<file path="src/design/synth_freq_pkg.sv">
// Constants, types and register map of the synthesizer frequency control block.
package synth_freq_pkg;

    localparam logic [6:0] ADDR_OFFSET_LOW = 7'h73;
    localparam logic [6:0] ADDR_OFFSET_HIGH = 7'h74;
    localparam logic [6:0] ADDR_BAND_SELECT = 7'h75;
    localparam logic [6:0] ADDR_CARRIER_HIGH = 7'h76;
    localparam logic [6:0] ADDR_CARRIER_LOW = 7'h77;
    localparam logic [6:0] ADDR_HOP_CHANNEL = 7'h79;
    localparam logic [6:0] ADDR_HOP_STEP = 7'h7A;

    localparam logic [7:0] RST_OFFSET_LOW = 8'h00;
    localparam logic [7:0] RST_OFFSET_HIGH = 8'h00;
    localparam logic [7:0] RST_BAND_SELECT = 8'h35;
    localparam logic [7:0] RST_CARRIER_HIGH = 8'hBB;
    localparam logic [7:0] RST_CARRIER_LOW = 8'h80;
    localparam logic [7:0] RST_HOP_CHANNEL = 8'h00;
    localparam logic [7:0] RST_HOP_STEP = 8'h00;

    // Band select register fields.
    localparam int BAND_SUB_BIT = 6;
    localparam int BAND_HIGH_BIT = 5;
    localparam logic [4:0] BAND_MAX = 5'h17;
    localparam logic [5:0] N_BASE = 6'h18;
    localparam int FRAC_MOD = 64000;

    // Clock, reference and frequency units.
    localparam int CLK_FREQ_MHZ = 100;
    localparam int REF_FREQ_MHZ = 10;
    localparam int REF_DIV = CLK_FREQ_MHZ / REF_FREQ_MHZ;
    localparam int REF_HZ = REF_FREQ_MHZ * 1000000;
    localparam int RX_SHIFT_HZ = 937500;
    localparam int HOP_UNIT_HZ = 10000;
    localparam int DEV_UNIT_HZ = 625;
    // Fraction steps per unit in low band; high band needs half as many.
    localparam int RX_SHIFT_LB = RX_SHIFT_HZ * (FRAC_MOD / 1000) / (REF_HZ / 1000);
    localparam int HOP_UNITS_LB = HOP_UNIT_HZ * (FRAC_MOD / 1000) / (REF_HZ / 1000);
    localparam int DEV_UNITS_LB = DEV_UNIT_HZ * (FRAC_MOD / 1000) / (REF_HZ / 1000);

    // Start-up sequence timing in microseconds.
    localparam int TOTAL_SEQ_US = 200;
    localparam int SETTLE_US = 100;
    localparam int BIAS_SETTLE_US = 50;
    localparam int CAL_US = TOTAL_SEQ_US - SETTLE_US - BIAS_SETTLE_US;
    localparam int BIAS_CYCLES_DEF = BIAS_SETTLE_US * CLK_FREQ_MHZ;
    localparam int CAL_CYCLES_DEF = CAL_US * CLK_FREQ_MHZ;
    localparam int SETTLE_CYCLES_DEF = SETTLE_US * CLK_FREQ_MHZ;

    typedef enum logic [1:0] {
        MODE_IDLE = 2'h0,
        MODE_TUNE = 2'h1,
        MODE_TX = 2'h2,
        MODE_RX = 2'h3
    } mode_e;

    typedef enum logic [6:0] {
        S_IDLE = 7'h01,
        S_BIAS = 7'h02,
        S_CAL = 7'h04,
        S_SETTLE = 7'h08,
        S_TUNE = 7'h10,
        S_TX = 7'h20,
        S_RX = 7'h40
    } state_e;

endpackage

</file>
<file path="src/design/synth_freq_ctrl.sv">
// Frequency word, delta-sigma modulator and PLL start sequencer of the synthesizer.
`timescale 1ns/1ps
`default_nettype none

module synth_freq_ctrl
    import synth_freq_pkg::*;
#(
    parameter int BIAS_CYCLES = BIAS_CYCLES_DEF,
    parameter int CAL_CYCLES = CAL_CYCLES_DEF,
    parameter int SETTLE_CYCLES = SETTLE_CYCLES_DEF
)
(
    input wire logic I_CLK,
    input wire logic I_RESET_N,
    input wire logic [6:0] I_REG_ADDR,
    input wire logic [7:0] I_REG_WDATA,
    input wire logic I_REG_WE,
    input wire logic [1:0] I_MODE_REQ,
    input wire logic I_FAST_TURNAROUND,
    input wire logic I_TX_PACKET_BUSY,
    input wire logic I_TX_DATA,
    input wire logic [8:0] I_DEVIATION_FIELD,
    output logic [7:0] O_REG_RDATA,
    output logic [6:0] O_STAGE,
    output logic O_SETTLED,
    output logic O_LOW_BAND_DIV2,
    output logic [6:0] O_SYNTH_INT,
    output logic [15:0] O_SYNTH_FRAC,
    output logic [7:0] O_DIV_RATIO
);

    // One accumulator stage of the modulator: returns carry and the wrapped sum.
    function automatic logic [16:0] acc_step(input logic [15:0] acc, input logic [15:0] inc);
        logic [16:0] sum;
        sum = {1'b0, acc} + {1'b0, inc};
        if (sum >= 17'(FRAC_MOD))
        begin
            acc_step = {1'b1, 16'(sum - 17'(FRAC_MOD))};
        end
        else
        begin
            acc_step = {1'b0, sum[15:0]};
        end
    endfunction

    function automatic state_e mode_state(input mode_e m);
        unique case (m)
            MODE_IDLE: mode_state = S_IDLE;
            MODE_TUNE: mode_state = S_TUNE;
            MODE_TX: mode_state = S_TX;
            MODE_RX: mode_state = S_RX;
        endcase
    endfunction

    logic [7:0] offset_low_byte;
    logic [1:0] offset_high_bits;
    logic [4:0] band_integer_field;
    logic high_band;
    logic sub_band;
    logic [7:0] carrier_fraction_high;
    logic [7:0] carrier_fraction_low;
    logic [7:0] hop_channel_number;
    logic [7:0] hop_step_size;

    state_e state;
    state_e next_state;
    mode_e goal;
    mode_e next_goal;
    mode_e mode_req;
    logic [15:0] timer;
    logic [15:0] next_timer;
    logic timer_done;
    logic load_seq;
    logic freq_pending;
    logic [24:0] tuned_word;

    logic [3:0] ref_count;
    logic ref_tick;
    logic [15:0] acc1;
    logic [15:0] acc2;
    logic [15:0] acc3;
    logic c2_d;
    logic c3_d;
    logic c3_dd;

    // Register write decode.
    logic wr_off_lo;
    logic wr_off_hi;
    logic wr_band;
    logic wr_car_hi;
    logic wr_car_lo;
    logic wr_hop_ch;
    logic wr_hop_step;
    logic freq_write;
    logic [4:0] band_wr_value;

    assign wr_off_lo = I_REG_WE && (I_REG_ADDR == ADDR_OFFSET_LOW);
    assign wr_off_hi = I_REG_WE && (I_REG_ADDR == ADDR_OFFSET_HIGH);
    assign wr_band = I_REG_WE && (I_REG_ADDR == ADDR_BAND_SELECT);
    assign wr_car_hi = I_REG_WE && (I_REG_ADDR == ADDR_CARRIER_HIGH);
    assign wr_car_lo = I_REG_WE && (I_REG_ADDR == ADDR_CARRIER_LOW);
    assign wr_hop_ch = I_REG_WE && (I_REG_ADDR == ADDR_HOP_CHANNEL);
    assign wr_hop_step = I_REG_WE && (I_REG_ADDR == ADDR_HOP_STEP);
    assign freq_write = wr_off_lo | wr_off_hi | wr_band | wr_car_hi | wr_car_lo | wr_hop_ch | wr_hop_step;
    assign band_wr_value = (I_REG_WDATA[4:0] > BAND_MAX) ? BAND_MAX : I_REG_WDATA[4:0];

    // Register read mux; unmapped addresses and reserved bits read zero.
    logic [7:0] rd_value;
    logic [7:0] band_read;

    assign band_read = {1'b0, sub_band, high_band, band_integer_field};
    assign rd_value = (I_REG_ADDR == ADDR_OFFSET_LOW) ? offset_low_byte :
                      (I_REG_ADDR == ADDR_OFFSET_HIGH) ? {6'h00, offset_high_bits} :
                      (I_REG_ADDR == ADDR_BAND_SELECT) ? band_read :
                      (I_REG_ADDR == ADDR_CARRIER_HIGH) ? carrier_fraction_high :
                      (I_REG_ADDR == ADDR_CARRIER_LOW) ? carrier_fraction_low :
                      (I_REG_ADDR == ADDR_HOP_CHANNEL) ? hop_channel_number :
                      (I_REG_ADDR == ADDR_HOP_STEP) ? hop_step_size : 8'h00;

    always_ff @(posedge I_CLK or negedge I_RESET_N)
    begin
        if (!I_RESET_N)
        begin
            offset_low_byte <= RST_OFFSET_LOW;
            offset_high_bits <= RST_OFFSET_HIGH[1:0];
            band_integer_field <= RST_BAND_SELECT[4:0];
            high_band <= RST_BAND_SELECT[BAND_HIGH_BIT];
            sub_band <= RST_BAND_SELECT[BAND_SUB_BIT];
            carrier_fraction_high <= RST_CARRIER_HIGH;
            carrier_fraction_low <= RST_CARRIER_LOW;
            hop_channel_number <= RST_HOP_CHANNEL;
            hop_step_size <= RST_HOP_STEP;
            O_REG_RDATA <= 8'h00;
        end
        else
        begin
            if (wr_off_lo) offset_low_byte <= I_REG_WDATA;
            if (wr_off_hi) offset_high_bits <= I_REG_WDATA[1:0];
            if (wr_band)
            begin
                band_integer_field <= band_wr_value;
                high_band <= I_REG_WDATA[BAND_HIGH_BIT];
                sub_band <= I_REG_WDATA[BAND_SUB_BIT];
            end
            if (wr_car_hi) carrier_fraction_high <= I_REG_WDATA;
            if (wr_car_lo) carrier_fraction_low <= I_REG_WDATA;
            if (wr_hop_ch) hop_channel_number <= I_REG_WDATA;
            if (wr_hop_step) hop_step_size <= I_REG_WDATA;
            O_REG_RDATA <= rd_value;
        end
    end

    // Nominal word in fraction steps of 10 MHz times (high band + 1) over 64000.
    logic [15:0] carrier_fraction_field;
    logic [9:0] offset_trim_field;
    logic [15:0] hop_product;
    logic [24:0] integer_word;
    logic [24:0] hop_word;
    logic [24:0] nominal_word;

    assign carrier_fraction_field = {carrier_fraction_high, carrier_fraction_low};
    assign offset_trim_field = {offset_high_bits, offset_low_byte};
    assign integer_word = 25'({1'b0, band_integer_field} + N_BASE) * 25'(FRAC_MOD);
    assign hop_product = hop_step_size * hop_channel_number;
    assign hop_word = 25'(hop_product) * 25'(high_band ? HOP_UNITS_LB / 2 : HOP_UNITS_LB);
    assign nominal_word = integer_word + 25'(carrier_fraction_field)
                        + {{15{offset_trim_field[9]}}, offset_trim_field}
                        + hop_word;

    // Live word: receive shift and FSK deviation applied on the latched tuning.
    logic [24:0] rx_shift;
    logic [24:0] dev_word;
    logic [24:0] fsk_word;
    logic [24:0] synth_word;
    logic [24:0] synth_pos;

    assign rx_shift = (goal == MODE_RX) ? 25'(high_band ? RX_SHIFT_LB / 2 : RX_SHIFT_LB) : 25'h0000000;
    assign dev_word = 25'(I_DEVIATION_FIELD) * 25'(high_band ? DEV_UNITS_LB / 2 : DEV_UNITS_LB);
    assign fsk_word = (state != S_TX) ? 25'h0000000 : (I_TX_DATA ? dev_word : 25'(0) - dev_word);
    assign synth_word = tuned_word - rx_shift + fsk_word;
    assign synth_pos = synth_word[24] ? 25'h0000000 : synth_word;

    // Sequencer.
    assign mode_req = mode_e'(I_MODE_REQ);
    assign timer_done = (timer == 16'h0000);

    always_comb
    begin
        next_state = state;
        next_goal = goal;
        load_seq = 1'b0;
        unique case (state)
            S_IDLE:
            begin
                if (mode_req != MODE_IDLE)
                begin
                    next_goal = mode_req;
                    load_seq = 1'b1;
                    next_state = I_FAST_TURNAROUND ? S_SETTLE : S_BIAS;
                end
            end
            S_BIAS:
            begin
                if (timer_done) next_state = S_CAL;
            end
            S_CAL:
            begin
                if (timer_done) next_state = S_SETTLE;
            end
            S_SETTLE:
            begin
                if (timer_done) next_state = mode_state(goal);
            end
            S_TUNE, S_TX, S_RX:
            begin
                if (mode_req == MODE_IDLE)
                begin
                    next_goal = MODE_IDLE;
                    next_state = S_IDLE;
                end
                else if (freq_pending && !(state == S_TX && I_TX_PACKET_BUSY))
                begin
                    next_goal = mode_req;
                    load_seq = 1'b1;
                    next_state = I_FAST_TURNAROUND ? S_SETTLE : S_BIAS;
                end
                else if (mode_req != goal)
                begin
                    next_goal = mode_req;
                    next_state = ((mode_req == MODE_RX) != (goal == MODE_RX)) ? S_SETTLE : mode_state(mode_req);
                end
            end
        endcase
    end

    always_comb
    begin
        next_timer = timer_done ? timer : timer - 16'h0001;
        if (next_state != state)
        begin
            unique case (next_state)
                S_BIAS: next_timer = 16'(BIAS_CYCLES - 1);
                S_CAL: next_timer = 16'(CAL_CYCLES - 1);
                S_SETTLE: next_timer = 16'(SETTLE_CYCLES - 1);
                S_IDLE, S_TUNE, S_TX, S_RX: next_timer = 16'h0000;
            endcase
        end
    end

    // Reset starts the power-up calibration sequence.
    always_ff @(posedge I_CLK or negedge I_RESET_N)
    begin
        if (!I_RESET_N)
        begin
            state <= S_BIAS;
            goal <= MODE_IDLE;
            timer <= 16'(BIAS_CYCLES - 1);
            freq_pending <= 1'b0;
            tuned_word <= 25'h0000000;
            O_SETTLED <= 1'b0;
            O_LOW_BAND_DIV2 <= 1'b0;
        end
        else
        begin
            state <= next_state;
            goal <= next_goal;
            timer <= next_timer;
            freq_pending <= freq_write | (freq_pending & ~load_seq);
            if (load_seq || state == S_BIAS) tuned_word <= nominal_word;
            O_SETTLED <= (next_state == S_TUNE) || (next_state == S_TX) || (next_state == S_RX);
            O_LOW_BAND_DIV2 <= ~high_band;
        end
    end

    assign O_STAGE = state;

    // Reference-rate enable and third-order modulator.
    logic [16:0] step1;
    logic [16:0] step2;
    logic [16:0] step3;
    logic [3:0] corr;

    assign ref_tick = (ref_count == 4'(REF_DIV - 1));
    assign step1 = acc_step(acc1, O_SYNTH_FRAC);
    assign step2 = acc_step(acc2, step1[15:0]);
    assign step3 = acc_step(acc3, step2[15:0]);
    assign corr = 4'(step1[16]) + 4'(step2[16]) - 4'(c2_d) + 4'(step3[16]) - {2'b00, c3_d, 1'b0} + 4'(c3_dd);

    always_ff @(posedge I_CLK or negedge I_RESET_N)
    begin
        if (!I_RESET_N)
        begin
            ref_count <= 4'h0;
            O_SYNTH_INT <= 7'h00;
            O_SYNTH_FRAC <= 16'h0000;
        end
        else
        begin
            ref_count <= ref_tick ? 4'h0 : ref_count + 4'h1;
            O_SYNTH_INT <= 7'(synth_pos / 25'(FRAC_MOD));
            O_SYNTH_FRAC <= 16'(synth_pos % 25'(FRAC_MOD));
        end
    end

    always_ff @(posedge I_CLK or negedge I_RESET_N)
    begin
        if (!I_RESET_N)
        begin
            acc1 <= 16'h0000;
            acc2 <= 16'h0000;
            acc3 <= 16'h0000;
            c2_d <= 1'b0;
            c3_d <= 1'b0;
            c3_dd <= 1'b0;
            O_DIV_RATIO <= 8'h00;
        end
        else if (ref_tick)
        begin
            acc1 <= step1[15:0];
            acc2 <= step2[15:0];
            acc3 <= step3[15:0];
            c2_d <= step2[16];
            c3_d <= step3[16];
            c3_dd <= c3_d;
            O_DIV_RATIO <= {1'b0, O_SYNTH_INT} + {{4{corr[3]}}, corr};
        end
    end

endmodule

`default_nettype wire

</file>
<file path="config.mk">
export PLATFORM = sky130hd
export DESIGN_NAME = synth_freq_ctrl
export DESIGN_NICKNAME = d
export VERILOG_FILES = /design/src/design/synth_freq_pkg.sv /design/src/design/synth_freq_ctrl.sv
export SDC_FILE = /design/constraint.sdc
export NUM_CORES = 1
export LEC_CHECK = 0
export BUFFER_PORTS_ARGS = -buffer_cell sky130_fd_sc_hd__buf_2
export CORE_MARGIN = 1.5
export CORE_UTILIZATION = 40
export CTS_CLUSTER_DIAMETER = 120
export CTS_CLUSTER_SIZE = 30
export DETAILED_ROUTE_END_ITERATION = 8
export HOLD_SLACK_MARGIN = 0.08
export PLACE_DENSITY_LB_ADDON = 0.1
export SLEW_MARGIN = 20
export SYNTH_ARGS = -nofsm -noshare
export SYNTH_HDL_FRONTEND = slang
export SYNTH_SLANG_ARGS = --single-unit
</file>
<file path="constraint.sdc">
create_clock -name I_CLK -period 19.5 [get_ports I_CLK]
set_clock_uncertainty 0.1 [all_clocks]
set_input_delay 3.9 -clock I_CLK [delete_from_list [all_inputs] [get_ports I_CLK]]
set_output_delay 3.9 -clock I_CLK [all_outputs]
set_load 0.05 [all_outputs]
</file>
==> out/qor.csv <==
stage,metric,value,unit
sta,slew_headroom,36.7,%
synthesis,ys_ff_latch,196,
synthesis,synth_top_area_cell,dfrtp_1,
routing,drtIter0Drc,976,
clock_tree,cts_setup_buffers,0,
setup_path,path_max_fanout,13,
synthesis,ys_types,103,
routing,wl_per_cell,16.4,um
die,dieArea,54900,sq um
synthesis,synth_edf_count,0,
sta,finalMaxSlewViolations,0,
synthesis,yosys-top-cells-count,"335 x nand2_1, 274 x inv_1, 259 x ha_1, 177 x dfrtp_1, 169 x a21oi_1",
routing,drtAntennaViolNets,0,
clock_tree,clock_latency,0.49,ns
setup_path,r2r_setup_slack,7.20,ns
global_routing,antenna_found_initial,6,
setup_path,crit_required,19.79,ns
die,core,52800,sq um
routing,via_per_inst,5.31,
synthesis,ys.flop_type,dfrtp_1,
clock_tree,clock-sinks,196,
synthesis,synth_seq_area_share,23.0,%
sta,rsz0062_at_grt,false,
sta,hold_viol,0,
global_routing,met1_usage,26.5,%
sta,setup_viol,0,
sta,max_freq,68.2,MHz
sta,tns,0,ns
sta,fin_crit_sh,75.2,%
global_routing,grt_max_degree,80,
sta,fin_crit,14.67,ns
global_routing,grt_pass1_wl,87000,um
placed_design,place_congestion,0.888,
setup_path,worst-path-buf-inv,2,
synthesis,synth.most_common_cell,nand2_1,
global_routing,grt_busiest_layer,met2,
setup_path,critical_path.slowest_cell,o41ai_4,
setup_path,worstPathArrival,14.96,ns
synthesis,synth.area.top_cells,"dfrtp_1 21%, ha_1 15%, fa_1 8.1%",
flow_run,cap_violations,0,
placed_design,io_buffers,79,
cells_and_area,syn2layout_area_growth,7.59,%
clock_tree,postCtsHoldBufs,0,
global_routing,grt_usage,19.8,%
clock_tree,numCtsBuffers,17,
global_routing,met2_usage,33.5,%
setup_path,cp-start-kind,primary input,
cells_and_area,drive_gt1_share,10.2,%
routing,vias,17200,
die,die_h,234,um
die,die_w,234,um
die,io_pins,80,
setup_path,worst_setup_path_end_kind,flip-flop,
die,rows,84,
routing,first_pass_iters,7,
clock_tree,htreeDepth,4,
routing,drc,16,
synthesis,synth_area,21400,sq um
routing,drt_wl_total,53000,um
clock_tree,clk_path_buf_depth,2,
global_routing,met3_usage,2.97,%
synthesis,yosysWarnings,0,
die,initial_core_util,40.6,%
cells_and_area,stdcell_area,23000,sq um
status,status,finished with violations,
clock_tree,cts_root_buf,clkbuf_16,
hold_path,hp-class,flip-flop to flip-flop,
clock_tree,cts_resized,0,
global_routing,first_global_vias,16700,
setup_path,cpPeakStageDelay,0.78,ns
status,violations,design-rule violations,
synthesis,synth_top_area_share,20.7,%
global_routing,grt-ovfl-total,0,
synthesis,avgSynthCellArea,8.50,sq um
placed_design,dpl_cell_area,22400,sq um
placed_design,hpwl,42500,um
cells_and_area,nNetsFinal,2910,
setup_path,crit_family,compound AO/OA/AOI/OAI gates,
synthesis,async_flop_share,100,%
clock_tree,clk_pin_slew,0.08,ns
clock_tree,cts_tree,done,
setup_path,crit_type,primary input to flip-flop,
sta,worst-slew-pin-transition,0.944,ns
synthesis,synthCells,2518,
metal layers:
metal / vias up / part of all wire (%)
li1: 8696 / -
met3: 52 / 3.7
met2: 281 / 48
met1: 8152 / 47
met4: 6 / 1.4
met5: - / 0.064
cell usage in the layout, fill, tap and decap left out, types with 33 or more instances in the layout:
cell | netlist | routed
nand3_1 | 45 | 45
a21oi_1 | 169 | 169
mux2_2 | 65 | 65
inv_1 | 274 | 274
fa_1 | 87 | 87
xnor2_1 | 141 | 140
buf_2 | 8 | 78
nand2_1 | 335 | 335
xor2_1 | 53 | 53
o21bai_1 | 69 | 69
and2_1 | 54 | 54
nor3_1 | 33 | 33
ha_1 | 259 | 259
nor2_1 | 133 | 131
dfrtp_1 | 177 | 177
o21ai_0 | 107 | 107
path summary, 6_finish.rpt:
path / startpoint / to / depth (start not counted)
setup / recovery: I_DEVIATION_FIELD[2] / O_SYNTH_FRAC[14]$_DFF_PN0_ / 34
hold / removal: tuned_word[14]$_DFFE_PN0P_ / tuned_word[14]$_DFFE_PN0P_ / 2
setup reg to reg: high_band$_DFFE_PN1P_ / O_SYNTH_FRAC[14]$_DFF_PN0_ / 33
hold reg to reg: tuned_word[14]$_DFFE_PN0P_ / tuned_word[14]$_DFFE_PN0P_ / 2
max in group asynchronous: I_RESET_N / carrier_fraction_high[2]$_DFFE_PN0P_ / 3
min in group asynchronous: I_RESET_N / O_SYNTH_INT[6]$_DFF_PN0_ / 1
logic make-up (layout without fill, tap and decap cells):
logic type,after synthesis,after routing,share of synthesized area (%)
xor+xnor,194,194,7.94
flops,196,196,23.0
buf+inv,373,396,6.62
fa+ha+maj,350,350,23.5
mux,89,89,4.59
other cells,2,8,0.0351
compound gates,584,584,18.5
simple gates,730,730,15.8
through the flow:
| stage | hold WS (ns) | util [%] | worst slack (ns) | cells |
|---|---|---|---|---|
| after floorplan | 0.347 | - | 5.99 | 2522 |
| after global placement | 0.354 | 42.4 | 4.46 | 3201 |
| after detailed placement | 0.369 | 42.4 | 4.45 | 3201 |
| after CTS | 0.389 | 43.6 | 4.93 | 3233 |
| after global routing | 0.410 | 43.6 | 4.01 | 3233 |
| final | 0.381 | 43.6 | 4.83 | 3235 |
flip-flops by register name, indices dropped and copies added, names as in the netlist, 8 cells and up:
signal,count
hop_channel_number,8
O_SYNTH_FRAC,16
offset_low_byte,8
carrier_fraction_high,8
O_REG_RDATA,8
O_DIV_RATIO,8
carrier_fraction_low,8
hop_step_size,8
timer,16
acc2,16
acc1,16
tuned_word,25
acc3,16
area by class of cell:
class,count,area [sq um]
diodes,2,5.00
clock buffers,17,425
clock inverters,15,199
fillers,5271,29700
inverters,276,1040
multi-input cells,1953,15100
flip-flops and latches,196,4930
well taps,688,861
repair buffers,88,472
worst reg2reg max path: cells and delay by family, from the launching register on:
| kind | cells | cell delay (ns) |
|---|---|---|
| compound gates | 13 | 4.44 |
| xor+xnor | 2 | 1.01 |
| simple gates | 12 | 3.62 |
| buf+inv | 1 | 0.07 |
| fa+ha+maj | 4 | 1.54 |
| flops | 1 | 1.03 |
| mux | 1 | 0.43 |
Power is left out: the tool's default activity adds up to more than one toggle a clock period on the data nets, which glitch-free logic cannot reach.
